`src/dls_pkg.sv`:
```
/*
 * Shared constants for the linear sweep controller: device register map,
 * control field positions, sweep codes and host command map.
 * Assumes nothing of its surroundings; imported by every other file.
 */
`default_nettype none
package dls_pkg;
    // ----------------------------------------------------------------
    // Device register map (word index on the link)
    // ----------------------------------------------------------------
    localparam int         LINK_AW                 = 5;
    localparam logic [4:0] GLOBAL_FUNCTION_REG     = 5'h01;
    localparam logic [4:0] CHANNEL_FUNCTION_REG    = 5'h03;
    localparam logic [4:0] START_FREQUENCY_WORD    = 5'h04;
    localparam logic [4:0] START_PHASE_WORD        = 5'h05;
    localparam logic [4:0] START_AMPLITUDE_WORD    = 5'h06;
    localparam logic [4:0] SWEEP_RAMP_RATES        = 5'h07;
    localparam logic [4:0] RISING_STEP_WORD        = 5'h08;
    localparam logic [4:0] FALLING_STEP_WORD       = 5'h09;
    localparam logic [4:0] SWEEP_END_WORD          = 5'h0A;
    localparam logic [31:0] REG_RESET              = 32'h0000_0000;

    // ----------------------------------------------------------------
    // Field positions
    // ----------------------------------------------------------------
    localparam int SEL_HI       = 23;   // sweep_parameter_select
    localparam int SEL_LO       = 22;
    localparam int NO_DWELL_BIT = 15;
    localparam int SWEEP_EN_BIT = 14;
    localparam int CONT_CLR_BIT = 3;
    localparam int MOD_LVL_HI   = 9;    // global_function_reg modulation level
    localparam int MOD_LVL_LO   = 8;
    localparam int RISE_RATE_LO = 0;    // sweep_ramp_rates[7:0]
    localparam int FALL_RATE_LO = 8;    // sweep_ramp_rates[15:8]
    localparam int RATE_W       = 8;
    localparam int PHASE_W      = 14;
    localparam int AMP_W        = 10;
    localparam int WORD_W       = 32;

    typedef enum logic [1:0] {
        DLS_SEL_NONE  = 2'b00,
        DLS_SEL_AMPL  = 2'b01,
        DLS_SEL_FREQ  = 2'b10,
        DLS_SEL_PHASE = 2'b11
    } dls_sel_t;

    localparam logic [1:0] MOD_TWO_LEVEL = 2'b00;

    // ----------------------------------------------------------------
    // Host command map (plain software port)
    // ----------------------------------------------------------------
    localparam logic [3:0] HOST_PIN_LEVEL = 4'h0;
    localparam logic [3:0] HOST_CHAN_SEL  = 4'h1;
    localparam logic [3:0] HOST_LINK_ADDR = 4'h2;
    localparam logic [3:0] HOST_LINK_DATA = 4'h3;
    localparam logic [3:0] HOST_UPDATE    = 4'h4;
    localparam logic [3:0] HOST_STATUS    = 4'h5;
    localparam int         ALIGN_LO       = 4;   // chan_sel[5:4]
endpackage : dls_pkg
`default_nettype wire

```
`src/dls_link_if.sv`:
```
/*
 * Link between the host end and the sweep device: profile pins,
 * I/O update strobe and a one-cycle register write port.
 * Assumes both ends share clk and reset_n.
 */
`timescale 1ns/1ps
`default_nettype none
interface dls_link_if #(parameter int NUM_CH = 4) (
    input wire logic clk,
    input wire logic reset_n
);
    import dls_pkg::*;
    logic [NUM_CH-1:0]  profile;    // One pin per channel
    logic               io_update;  // One-cycle pulse
    logic               wr_en;      // One-cycle write strobe
    logic [LINK_AW-1:0] wr_addr;
    logic [NUM_CH-1:0]  wr_chan;    // Channel enables for the write
    logic [31:0]        wr_data;

    modport device (input profile, io_update, wr_en, wr_addr, wr_chan, wr_data);
    modport host   (output profile, io_update, wr_en, wr_addr, wr_chan, wr_data);
endinterface : dls_link_if
`default_nettype wire

```
`src/dls_device.sv`:
```
/*
 * Sweep device end: per-channel linear sweep of frequency, phase or
 * amplitude with ramp rate timers, dwell and no-dwell behaviour.
 * Assumes the link is driven from logic on clk (the sync clock); the
 * profile pins are treated as asynchronous pins.
 */
`timescale 1ns/1ps
`default_nettype none
module dls_device
    import dls_pkg::*;
#(
    parameter int NUM_CH = 4
) (
    input  wire logic                 clk,
    input  wire logic                 reset_n,
    dls_link_if.device                link,
    output logic [NUM_CH*WORD_W-1:0]  sweep_word,
    output logic [NUM_CH-1:0]         sweep_busy
);
    if (NUM_CH < 1 || NUM_CH > 4) begin : g_bad_ch
        $error("dls_device: NUM_CH must be 1 to 4");
    end

    // ----------------------------------------------------------------
    // Profile pin sampling
    // ----------------------------------------------------------------
    logic [NUM_CH-1:0] pin_s1;
    logic [NUM_CH-1:0] pin_s2;
    logic [NUM_CH-1:0] pin_s3;
    logic [NUM_CH-1:0] pin_lvl;
    logic [NUM_CH-1:0] next_pin_lvl;
    logic [NUM_CH-1:0] pin_rise;
    logic [NUM_CH-1:0] pin_fall;
    logic [31:0]       global_fn;

    // Three stages; a change counts only once the last two agree
    always_ff @(posedge clk or negedge reset_n) begin
        if (!reset_n) begin
            pin_s1  <= '0;
            pin_s2  <= '0;
            pin_s3  <= '0;
            pin_lvl <= '0;
        end else begin
            pin_s1  <= link.profile;
            pin_s2  <= pin_s1;
            pin_s3  <= pin_s2;
            pin_lvl <= next_pin_lvl;
        end
    end

    // Edges from the filtered level and its previous sample
    always_comb begin
        for (int i = 0; i < NUM_CH; i++) begin
            next_pin_lvl[i] = (pin_s2[i] == pin_s3[i]) ? pin_s3[i] : pin_lvl[i];
        end
        pin_rise = next_pin_lvl & ~pin_lvl;
        pin_fall = ~next_pin_lvl & pin_lvl;
    end

    // Global modulation level is shared by all channels
    always_ff @(posedge clk or negedge reset_n) begin
        if (!reset_n) begin
            global_fn <= REG_RESET;
        end else if (link.wr_en && link.wr_addr == GLOBAL_FUNCTION_REG) begin
            global_fn <= link.wr_data;
        end
    end

    // ----------------------------------------------------------------
    // Per-channel sweep engines
    // ----------------------------------------------------------------
    for (genvar c = 0; c < NUM_CH; c++) begin : g_ch
        logic [31:0]       chan_fn;
        logic [31:0]       start_f;
        logic [31:0]       start_p;
        logic [31:0]       start_a;
        logic [31:0]       rates;
        logic [31:0]       rise_w;
        logic [31:0]       fall_w;
        logic [31:0]       end_w;
        logic [31:0]       cur;
        logic [RATE_W-1:0] tmr;
        logic              armed;
        logic              busy;
        logic              hit;
        dls_sel_t          sel;
        logic [31:0]       mask;
        logic [31:0]       start_m;
        logic [31:0]       end_m;
        logic [31:0]       rise_m;
        logic [31:0]       fall_m;
        logic              active;
        logic              no_dwell;
        logic              up;
        logic              tick;
        logic [32:0]       sum_up;
        logic [32:0]       floor_dn;

        assign hit = link.wr_en && link.wr_chan[c];

        // Register writes land at once, so mid-sweep edits hit the next step
        always_ff @(posedge clk or negedge reset_n) begin
            if (!reset_n) begin
                chan_fn <= REG_RESET;
                start_f <= REG_RESET;
                start_p <= REG_RESET;
                start_a <= REG_RESET;
                rates   <= REG_RESET;
                rise_w  <= REG_RESET;
                fall_w  <= REG_RESET;
                end_w   <= REG_RESET;
            end else if (hit) begin
                if (link.wr_addr == CHANNEL_FUNCTION_REG) begin
                    chan_fn <= link.wr_data;
                end else if (link.wr_addr == START_FREQUENCY_WORD) begin
                    start_f <= link.wr_data;
                end else if (link.wr_addr == START_PHASE_WORD) begin
                    start_p <= link.wr_data;
                end else if (link.wr_addr == START_AMPLITUDE_WORD) begin
                    start_a <= link.wr_data;
                end else if (link.wr_addr == SWEEP_RAMP_RATES) begin
                    rates   <= link.wr_data;
                end else if (link.wr_addr == RISING_STEP_WORD) begin
                    rise_w  <= link.wr_data;
                end else if (link.wr_addr == FALLING_STEP_WORD) begin
                    fall_w  <= link.wr_data;
                end else if (link.wr_addr == SWEEP_END_WORD) begin
                    end_w   <= link.wr_data;
                end
            end
        end

        // Decode of swept quantity; all math runs MSB-aligned in 32 bits
        always_comb begin
            sel      = dls_sel_t'(chan_fn[SEL_HI:SEL_LO]);
            no_dwell = chan_fn[NO_DWELL_BIT];
            active   = chan_fn[SWEEP_EN_BIT] && sel != DLS_SEL_NONE
                       && global_fn[MOD_LVL_HI:MOD_LVL_LO] == MOD_TWO_LEVEL;
            case (sel)
                DLS_SEL_AMPL: begin
                    mask    = {{AMP_W{1'b1}}, {(WORD_W-AMP_W){1'b0}}};
                    start_m = {start_a[AMP_W-1:0], {(WORD_W-AMP_W){1'b0}}};
                end
                DLS_SEL_PHASE: begin
                    mask    = {{PHASE_W{1'b1}}, {(WORD_W-PHASE_W){1'b0}}};
                    start_m = {start_p[PHASE_W-1:0], {(WORD_W-PHASE_W){1'b0}}};
                end
                default: begin
                    mask    = 32'hFFFF_FFFF;
                    start_m = start_f;
                end
            endcase
            end_m    = end_w & mask;
            rise_m   = rise_w & mask;
            fall_m   = fall_w & mask;
            // No-dwell always climbs; the falling settings never matter
            up       = no_dwell ? 1'b1 : pin_lvl[c];
            tick     = (tmr == 8'h01);
            sum_up   = {1'b0, cur} + {1'b0, rise_m};
            floor_dn = {1'b0, start_m} + {1'b0, fall_m};
        end

        // Ramp rate timer; a load of 0 wraps to give 256 periods
        always_ff @(posedge clk or negedge reset_n) begin
            if (!reset_n) begin
                tmr <= 8'h01;
            end else if (!active) begin
                tmr <= 8'h01;
            end else if (pin_rise[c]) begin
                tmr <= rates[RISE_RATE_LO +: RATE_W];
            end else if (pin_fall[c] && !no_dwell) begin
                tmr <= rates[FALL_RATE_LO +: RATE_W];
            end else if (link.io_update) begin
                tmr <= up ? rates[RISE_RATE_LO +: RATE_W]
                          : rates[FALL_RATE_LO +: RATE_W];
            end else if (tick) begin
                tmr <= up ? rates[RISE_RATE_LO +: RATE_W]
                          : rates[FALL_RATE_LO +: RATE_W];
            end else begin
                tmr <= tmr - 8'h01;
            end
        end

        // Sweep accumulator held as the swept word itself
        always_ff @(posedge clk or negedge reset_n) begin
            if (!reset_n) begin
                cur   <= REG_RESET;
                armed <= 1'b0;
            end else if (!active || chan_fn[CONT_CLR_BIT]) begin
                cur   <= start_m;
                armed <= 1'b0;
            end else if (no_dwell) begin
                if (pin_rise[c]) begin
                    armed <= 1'b1;
                end else if (armed && cur == end_m) begin
                    cur   <= start_m;
                    armed <= 1'b0;
                end else if (armed && tick) begin
                    cur <= (sum_up >= {1'b0, end_m}) ? end_m : sum_up[31:0];
                end
            end else if (tick && up && cur != end_m) begin
                cur <= (sum_up >= {1'b0, end_m}) ? end_m : sum_up[31:0];
            end else if (tick && !up && cur != start_m) begin
                cur <= ({1'b0, cur} <= floor_dn) ? start_m : cur - fall_m;
            end
        end

        // Dwell follows the pin level, so busy means not yet at target
        always_ff @(posedge clk or negedge reset_n) begin
            if (!reset_n) begin
                busy <= 1'b0;
            end else begin
                busy <= active && (no_dwell ? armed : (cur != (up ? end_m : start_m)));
            end
        end

        assign sweep_word[c*WORD_W +: WORD_W] = cur;
        assign sweep_busy[c]                  = busy;
    end
endmodule : dls_device
`default_nettype wire

```
`src/flat_wrapper.sv`:
```
// flat-port wrapper written by rule: the top's interface ports become plain ports
module dls_device_flat import dls_pkg::*;
#(
    parameter int NUM_CH = 4
)
  (clk, reset_n, sweep_word, sweep_busy, link_profile, link_io_update, link_wr_en, link_wr_addr, link_wr_chan, link_wr_data);
  dls_link_if #(.NUM_CH(NUM_CH)) link_i (.clk(clk), .reset_n(reset_n));
  input  wire logic clk;
  input  wire logic reset_n;
  output logic [NUM_CH*WORD_W-1:0] sweep_word;
  output logic [NUM_CH-1:0] sweep_busy;
  input wire logic [$bits(link_i.profile)-1:0] link_profile;
  input wire logic [$bits(link_i.io_update)-1:0] link_io_update;
  input wire logic [$bits(link_i.wr_en)-1:0] link_wr_en;
  input wire logic [$bits(link_i.wr_addr)-1:0] link_wr_addr;
  input wire logic [$bits(link_i.wr_chan)-1:0] link_wr_chan;
  input wire logic [$bits(link_i.wr_data)-1:0] link_wr_data;
  assign link_i.profile = link_profile;
  assign link_i.io_update = link_io_update;
  assign link_i.wr_en = link_wr_en;
  assign link_i.wr_addr = link_wr_addr;
  assign link_i.wr_chan = link_wr_chan;
  assign link_i.wr_data = link_wr_data;
  dls_device #(.NUM_CH(NUM_CH)) u_core (.clk(clk), .reset_n(reset_n), .link(link_i), .sweep_word(sweep_word), .sweep_busy(sweep_busy));
endmodule
```
`config.mk`:
```
export PLATFORM = sky130hd
export DESIGN_NAME = dls_device_flat
export DESIGN_NICKNAME = d
export VERILOG_FILES = /design/src/dls_pkg.sv /design/src/dls_link_if.sv /design/src/dls_device.sv /design/src/flat_wrapper.sv
export SDC_FILE = /design/constraint.sdc
export NUM_CORES = 2
export LEC_CHECK = 0
export BUFFER_PORTS_ARGS = -buffer_cell sky130_fd_sc_hd__buf_4
export CORE_ASPECT_RATIO = 1.5
export CORE_UTILIZATION = 40
export CTS_CLUSTER_DIAMETER = 80
export DETAILED_ROUTE_END_ITERATION = 8
export SLEW_MARGIN = 20
export SYNTH_ARGS = -nofsm -noshare
export SYNTH_HDL_FRONTEND = slang
export SYNTH_SLANG_ARGS = --single-unit
```
`constraint.sdc`:
```
create_clock -name clk -period 13.4 [get_ports clk]
set_input_delay 0.67 -clock clk [delete_from_list [all_inputs] [get_ports clk]]
set_output_delay 0.67 -clock clk [all_outputs]
set_load 0.01 [all_outputs]
```
After elaboration in Yosys (flattened, before gate mapping)
Index checks and enable logic that the tools add are counted.
{"block": "classes", "n_addsub": 16, "mul": 0, "n_div": 0, "order_cmp": 8, "n_eq_ne": 49, "shifts": 0, "mux": 100, "n_bitwise": 23, "n_reduce_logical": 118}
{"op": "$mux 32", "n": 40}
{"op": "$and 32x32->32", "n": 12}
{"op": "$ne 32x32->1", "n": 12}
{"op": "$add 32x32->33", "n": 8}
{"op": "$pmux 32 s2", "n": 4}
{"op": "$mux 8", "n": 24}
{"op": "$pmux 22 s2", "n": 4}
{"op": "$ge 33x32->1", "n": 4}
{"op": "$le 32x33->1", "n": 4}
{"op": "$eq 32x32->1", "n": 4}
{"op": "$sub 32x32->32", "n": 4}
{"op": "$logic_and 1x1->1", "n": 45}
{"op": "$reduce_and 9->1", "n": 4}
{"op": "$eq 8x1->1 const B", "n": 4}
{"op": "$reduce_and 8->1", "n": 4}
{"op": "$sub 8x1->8 const B", "n": 4}
{"op": "$mux 1", "n": 28}
{"op": "$reduce_and 7->1", "n": 4}
{"op": "$reduce_and 3->1", "n": 8}
{"op": "$reduce_and 6->1", "n": 4}
{"op": "$eq 5x3->1 const B", "n": 4}
{"op": "$reduce_and 5->1", "n": 4}
{"op": "$ne 4x4->1 const B", "n": 4}
{"op": "$reduce_and 2->1", "n": 8}
{"op": "17 further kinds", "n": 69}
{"block": "totals", "reg_bits": 962, "latchBits": 0, "mem_bits_rw": 0, "romBits": 0, "inputBits": 49, "out_inout_bits": 132, "elab_cells": 367, "mem_count": 0}

Longest topological paths before layout
{"block": "depth", "depth_word": 11, "mapped_depth": 37}

Worst setup path before layout
OpenSTA, ideal clock, no wires.
{"block": "synth_timing", "kind": "register to register", "from": "register u_core.g_ch[2].chan_fn[22]", "to": "register u_core.g_ch[2].cur[15]", "setup_ns": 0.125, "t_arrival_ns": 7.512, "t_required_ns": 13.275, "setup_slack_ns": 5.763, "path_stages_with_launch": 38, "path_buffers": 10, "period_less_slack_ns": 7.637, "path_cell_list": "dfrtp_1 > buf_2 > buf_2 > buf_2 > buf_2 > buf_2 > buf_2 > clkbuf_1 > clkbuf_1 > clkbuf_1 > nor2b_1 > ha_1 > inv_1 > fa_1 > nor2b_1 > o31ai_1 > a211o_1 > a21oi_1 > [2 not listed] > o21ai_0 > nand2_1 > a21boi_0 > nor4bb_1 > nor4b_1 > ha_1 > a21o_1 > a21o_1 > a21o_1 > a21o_1 > a21o_1 > a21oi_1 > a21oi_1 > nand2_1 > clkbuf_1 > mux2i_1 > o221ai_1 > mux2_2"}
{"block": "synth_between", "elab_chain_len": 11}
{"element": "start: declaration", "line_no": "dls_device.sv:73", "rtl": "logic [31:0] chan_fn;"}
{"element": "start signal: assignment", "line_no": "dls_device.sv:114", "rtl": "chan_fn <= link.wr_data;"}
{"element": "$eq 2x2->1 / $eq 2x1->1 (equally long branches)", "line_no": "dls_device.sv:139", "rtl": "case (sel)"}
{"element": "$pmux 22 s2", "line_no": "dls_device.sv:139"}
{"element": "$and 32x32->32", "line_no": "dls_device.sv:154", "rtl": "rise_m = rise_w & mask;"}
{"element": "$add 32x32->33", "line_no": "dls_device.sv:159", "rtl": "sum_up = {1'b0, cur} + {1'b0, rise_m};"}
{"element": "$ge 33x32->1", "line_no": "dls_device.sv:199, dls_device.sv:202"}
{"element": "$mux 32", "line_no": "dls_device.sv:199, dls_device.sv:202"}
{"element": "$mux 32", "line_no": "dls_device.sv:198", "rtl": "end else if (armed && tick) begin"}
{"element": "$mux 32", "line_no": "dls_device.sv:195", "rtl": "end else if (armed && cur == end_m) begin"}
{"element": "$mux 32", "line_no": "dls_device.sv:193", "rtl": "if (pin_rise[c]) begin"}
{"element": "$mux 32", "line_no": "dls_device.sv:192", "rtl": "end else if (no_dwell) begin"}
{"element": "$mux 32", "line_no": "dls_device.sv:189", "rtl": "end else if (!active || chan_fn[CONT_CLR_BIT]) begin"}
{"element": "end signal: assignment", "line_no": "dls_device.sv:190", "rtl": "cur <= start_m;"}
{"element": "end signal: assignment", "line_no": "dls_device.sv:196", "rtl": "cur <= start_m;"}
{"element": "end signal: assignment", "line_no": "dls_device.sv:199", "rtl": "cur <= (sum_up >= {1'b0, end_m}) ? end_m : sum_up[31:0];"}
{"element": "end: declaration", "line_no": "dls_device.sv:81", "rtl": "logic [31:0] cur;"}
Parallel ways exist; a longest one is shown, timed or not. The select of a mux whose other input is x is not followed.
A chain may end at the register's enable or synchronous reset.

Worst setup path after layout
{"block": "layout_timing", "from": "register u_core.g_ch[3].chan_fn[22]", "to": "register u_core.g_ch[3].cur[25]"}
{"block": "layout_between", "elab_chain_len": 11}
{"element": "start: declaration", "line_no": "dls_device.sv:73"}
{"element": "start signal: assignment", "line_no": "dls_device.sv:114"}
{"element": "$eq 2x2->1 / $eq 2x1->1 (equally long branches)", "line_no": "dls_device.sv:139"}
{"element": "$pmux 22 s2", "line_no": "dls_device.sv:139"}
{"element": "$and 32x32->32", "line_no": "dls_device.sv:154"}
{"element": "$add 32x32->33", "line_no": "dls_device.sv:159"}
{"element": "$ge 33x32->1", "line_no": "dls_device.sv:199, dls_device.sv:202"}
{"element": "$mux 32", "line_no": "dls_device.sv:199, dls_device.sv:202"}
{"element": "$mux 32", "line_no": "dls_device.sv:198"}
{"element": "$mux 32", "line_no": "dls_device.sv:195"}
{"element": "$mux 32", "line_no": "dls_device.sv:193"}
{"element": "$mux 32", "line_no": "dls_device.sv:192"}
{"element": "$mux 32", "line_no": "dls_device.sv:189"}
{"element": "end signal: assignment", "line_no": "dls_device.sv:190"}
{"element": "end signal: assignment", "line_no": "dls_device.sv:196"}
{"element": "end signal: assignment", "line_no": "dls_device.sv:199"}
{"element": "end: declaration", "line_no": "dls_device.sv:81"}
Parallel ways exist; a longest one is shown, timed or not. The select of a mux whose other input is x is not followed.

==> impl_summary.log <==
[metrics] status: finished, final reports clean
[metrics] global-route congestion overflow total: 0
[metrics] synthesized area divided by synthesized cell count: 8.929 um2
[metrics] most instantiated library cell after synthesis: dfrtp_1
[metrics] type of element capturing the critical path: flop
[metrics] maximum number of pins on one net before global-route repair: 163
[metrics] H-tree levels: 3
[metrics] hold worst-path end: u_core.pin_s1[2]
[metrics] number of DRC violations after detailed routing: 0
[metrics] layout cell share with drive strength beyond 1: 15.30%
[metrics] final count of negative-setup-slack endpoints: 0
[metrics] worst r2r path cells: 30
[metrics] worst setup slack after layout: 5.258 ns
[metrics] internal power component: 7548 uW
[metrics] yosys synthesis warning count: 0
[metrics] dominant synthesized flop cell: dfrtp_1
[metrics] actual slew at the worst max-slew pin: 1.122 ns
[metrics] die height: 523.0 um
[metrics] GR met1 Demand/Resource: 32.42%
[metrics] Clk network pwr share: 21.1%
[metrics] Worst Hold Margin: 0.05197 ns
[metrics] unrepaired setup endpoints after global routing: false
[metrics] relative area change from synthesis to final layout: 10.55%
[metrics] Async S/R FF share, synth: 100.0%
[metrics] Total Negative Setup Slacks: 0 ns
[metrics] core footprint: 179,200 um2
[metrics] count of final max-slew check failures: 0
[metrics] net total in the final layout: 8,844
[metrics] Reg-to-Reg End: u_core.g_ch[3].cur[25]
[metrics] number of enable-type register cells in the synthesized netlist: 0
[metrics] number of synthesized register bits: 878
[metrics] clock sink total: 878
[metrics] static power due to leakage: 0.03757 uW
[metrics] Port Buffer Count: 180
[metrics] Maximum Capacitance Violations: 0
[metrics] CTS clock-pin slew for the worst setup and hold paths: 0.07 ns
[metrics] final hold viol count: 0
[metrics] Max Fanout on Critical Path: 63
[metrics] later-pin clock latency in the skew report: 0.76 ns
[metrics] endpoint required time on the critical path: 14.01 ns
[metrics] Layout fillers: 17,630
[metrics] netlist area before placement: 72,400 um2
[metrics] buffers inserted during post-CTS setup optimization: 0
[metrics] Bufs on Longest Clock Path: 3
[metrics] net switching power figure: 6071 uW
[metrics] total clock buffers created by CTS: 93
[metrics] multi-input gate area in the final layout: 47,440 um2
[metrics] Switching Share: 44.58%
[metrics] clock tree from TritonCTS: built
[metrics] routability-driven placement congestion ratio: 0.9950
[metrics] row cnt: 190
[metrics] met2 Track Usage GR: 52.17%
[metrics] Total Wirelength: 277,100 um
[metrics] final period utilization: 60.76%
[metrics] R2R Setup Slk: 5.26 ns
[metrics] total vias in the final route: 64,550
[metrics] CP Launch Type: flop
[metrics] cell count after synthesis: 8,108
[metrics] Placement Setup Slack: 5.456 ns
[metrics] number of optimization iterations in the first detailed-route pass: 6
[metrics] hold path startpoint: link_profile[2]
[metrics] Die X-Extent: 349.4 um
[metrics] number of global-route vias before repair: 64,610
[metrics] Crit path arrival time: 8.76 ns
[metrics] global-route wire length before repair: 409,300 um
[metrics] Worst Hold Depth: 1
[metrics] Avg WL per Cell: 26.07 um
[metrics] WS Path Type: flop to flop
[metrics] commonest cells in the synthesized netlist: 874 x dfrtp_1, 644 x ha_1, 620 x mux2_2, 614 x nor2_1, 546 x a21oi_1
[metrics] combinational cell fraction of total power: 52.5%
[metrics] sequential cell area in the final layout: 21,990 um2
[metrics] Peak Freq: 122.8 MHz
[metrics] fraction of power consumed by sequential logic: 26.4%
[metrics] layer with the highest usage after global routing: met2
[metrics] Slew HR: 25.18%
[metrics] initial antenna violation count: 21
[metrics] worst r2r src: u_core.g_ch[3].chan_fn[22]
[metrics] min-delay worst type: input pin to flop
[metrics] Critical Path Max Stage Delay: 0.79 ns
[metrics] number of nets in the synthesized netlist: 8,813
[metrics] die area: 182,700 um2
[metrics] number of distinct library cell variants in the gate-level netlist after synthesis: 98
[metrics] Non-Filler Instances: 10,630
[metrics] num ports: 181
[metrics] starting utilization of the core area: 40.39%
[metrics] slowest cell on the critical path: a221oi_2
[metrics] drt via density: 6.073
[metrics] remaining antenna violation count after routing: 0
[metrics] number of instances in the placed design: 10,440
[metrics] HPWL reported at the end of detailed placement: 203,600 um
[metrics] Power Dens Cells: 170.2 nW/um2
[metrics] global-route track usage on met3: 3.843%
[metrics] Final min period: 8.142 ns
[metrics] Initial DRC Count: 4,705
[metrics] VDD IR max: 0.1486 mV
[metrics] overall fraction of global-route tracks in use: 29.80%
[metrics] sequential area share after synthesis: 30.35%
[metrics] Yosys top cell area share: 30.21%
[metrics] top area cells in the synthesized netlist: dfrtp_1 30%, ha_1 11%, mux2_2 9.6%
[metrics] post-synthesis cell type with the largest combined area: dfrtp_1
[metrics] CTS root buf: clkbuf_16
[metrics] worst clock skew: 0.05030 ns
==> kinds of logic (layout without fill, tap and decap cells) <==
family | Yosys count | count (layout) | share of synthesized area, %
and+or+nand+nor | 2182 | 2182 | 15.05
buffers and inverters | 827 | 936 | 4.386
other | 0 | 12 | 0
muxes | 750 | 750 | 11.45
xor gates and xnor gates | 615 | 615 | 7.440
adders and majority gates | 659 | 659 | 11.50
DFF | 878 | 878 | 30.35
AOI/OAI and AO/OA | 2197 | 2197 | 19.82
==> flip-flops by register name (all words and copies together), names as in the netlist <==
name,count
u_core.g_ch.armed,4
u_core.g_ch.busy,4
u_core.g_ch.chan_fn,20
u_core.g_ch.cur,128
u_core.g_ch.end_w,128
u_core.g_ch.fall_w,128
u_core.g_ch.rates,64
u_core.g_ch.rise_w,128
u_core.g_ch.start_a,40
u_core.g_ch.start_f,128
u_core.g_ch.start_p,56
u_core.g_ch.tmr,32
u_core.global_fn,2
u_core.pin_lvl,4
u_core.pin_s1,4
u_core.pin_s2,4
u_core.pin_s3,4
==> cell usage in the layout, fill, tap and decap left out, drive strengths merged, types with 64 or more instances in the layout <==
cell and n:
nand4 121, buf 343, a31oi 132, mux2 623, dfrtp 874, nand2 504, inv 421, nor3 101
nand2b 134, nand3 134, xnor2 394, nor2b 244, clkbuf 121, a21oi 546, a21o 269, mux2i 127
ha 644, xor2 221, o21a 79, o211ai 64, nor2 615, o21ai 476
==> worst max-delay path: cells and delay by family (launching register included) <==
family	cells	cell delay, ns
xor+xnor	1	0.15
fa+ha+maj	3	0.93
compound gates	14	3.54
simple gates	6	1.24
buf+inv	6	1.54
flops	1	0.54
==> worst max path at each step <==
| stage | start | to | slack (ns) |
|---|---|---|---|
| final | u_core.g_ch[3].chan_fn[22] | u_core.g_ch[3].cur[25] | 5.26 |
| after global routing | u_core.g_ch[3].chan_fn[22] | u_core.g_ch[3].cur[25] | 4.71 |
| after CTS | u_core.g_ch[3].chan_fn[22] | u_core.g_ch[3].cur[25] | 5.39 |
| after detailed placement | u_core.g_ch[3].chan_fn[22] | u_core.g_ch[3].cur[25] | 5.46 |
| after global placement | u_core.g_ch[3].chan_fn[22] | u_core.g_ch[3].cur[25] | 5.57 |
| after floorplan | u_core.g_ch[2].chan_fn[22] | u_core.g_ch[2].cur[15] | 5.76 |
==> power by group through the flow <==
stage / Clock (uW) / Combinational (uW) / Sequential, uW
finish: 2880 / 7150 / 3590
global route: 3020 / 7780 / 3630
CTS: 2930 / 7060 / 3580
detailed placement: 0 / 7010 / 3630
global placement: 0 / 6930 / 3610
floorplan: 0 / 4880 / 3440
==> per-stage QoR <==
stage          utilization, %  total power [uW]  instance area, um2
2_1_floorplan               -              8320               72400
3_3_place_gp            42.72             10540               76570
3_5_place_dp            42.74             10640               76600
4_1_cts                 44.61             13570               79960
5_1_grt                 44.64             14430               80010
6_report                44.65             13620               80040
==> layer usage <==
layer / vias up / share of wire (%)
met5: - / 0.017
met4: 6 / 8.8
met3: 958 / 5.3
met2: 2447 / 49
met1: 31640 / 36
li1: 29500 / -
==> area by class of cell <==
cell class | instances | area share [%]
Multi-Input combinational cell | 6403 | 59.28
Tap cell | 2400 | 3.752
Sequential cell | 878 | 27.47
Timing Repair Buffer | 347 | 3.367
Clock inverter | 52 | 0.8895
Inverter | 416 | 1.951
Clock buffer | 121 | 3.253
Antenna cell | 12 | 0.03752
==> what timing repair did <==
item                       in CTS  in global routing
gates resized for setup         0                  0
hold buffers                    4                  0
setup endpoints to repair       0                  0
hold endpoints to repair       35                  0
(Power assumes the default switching activity.)
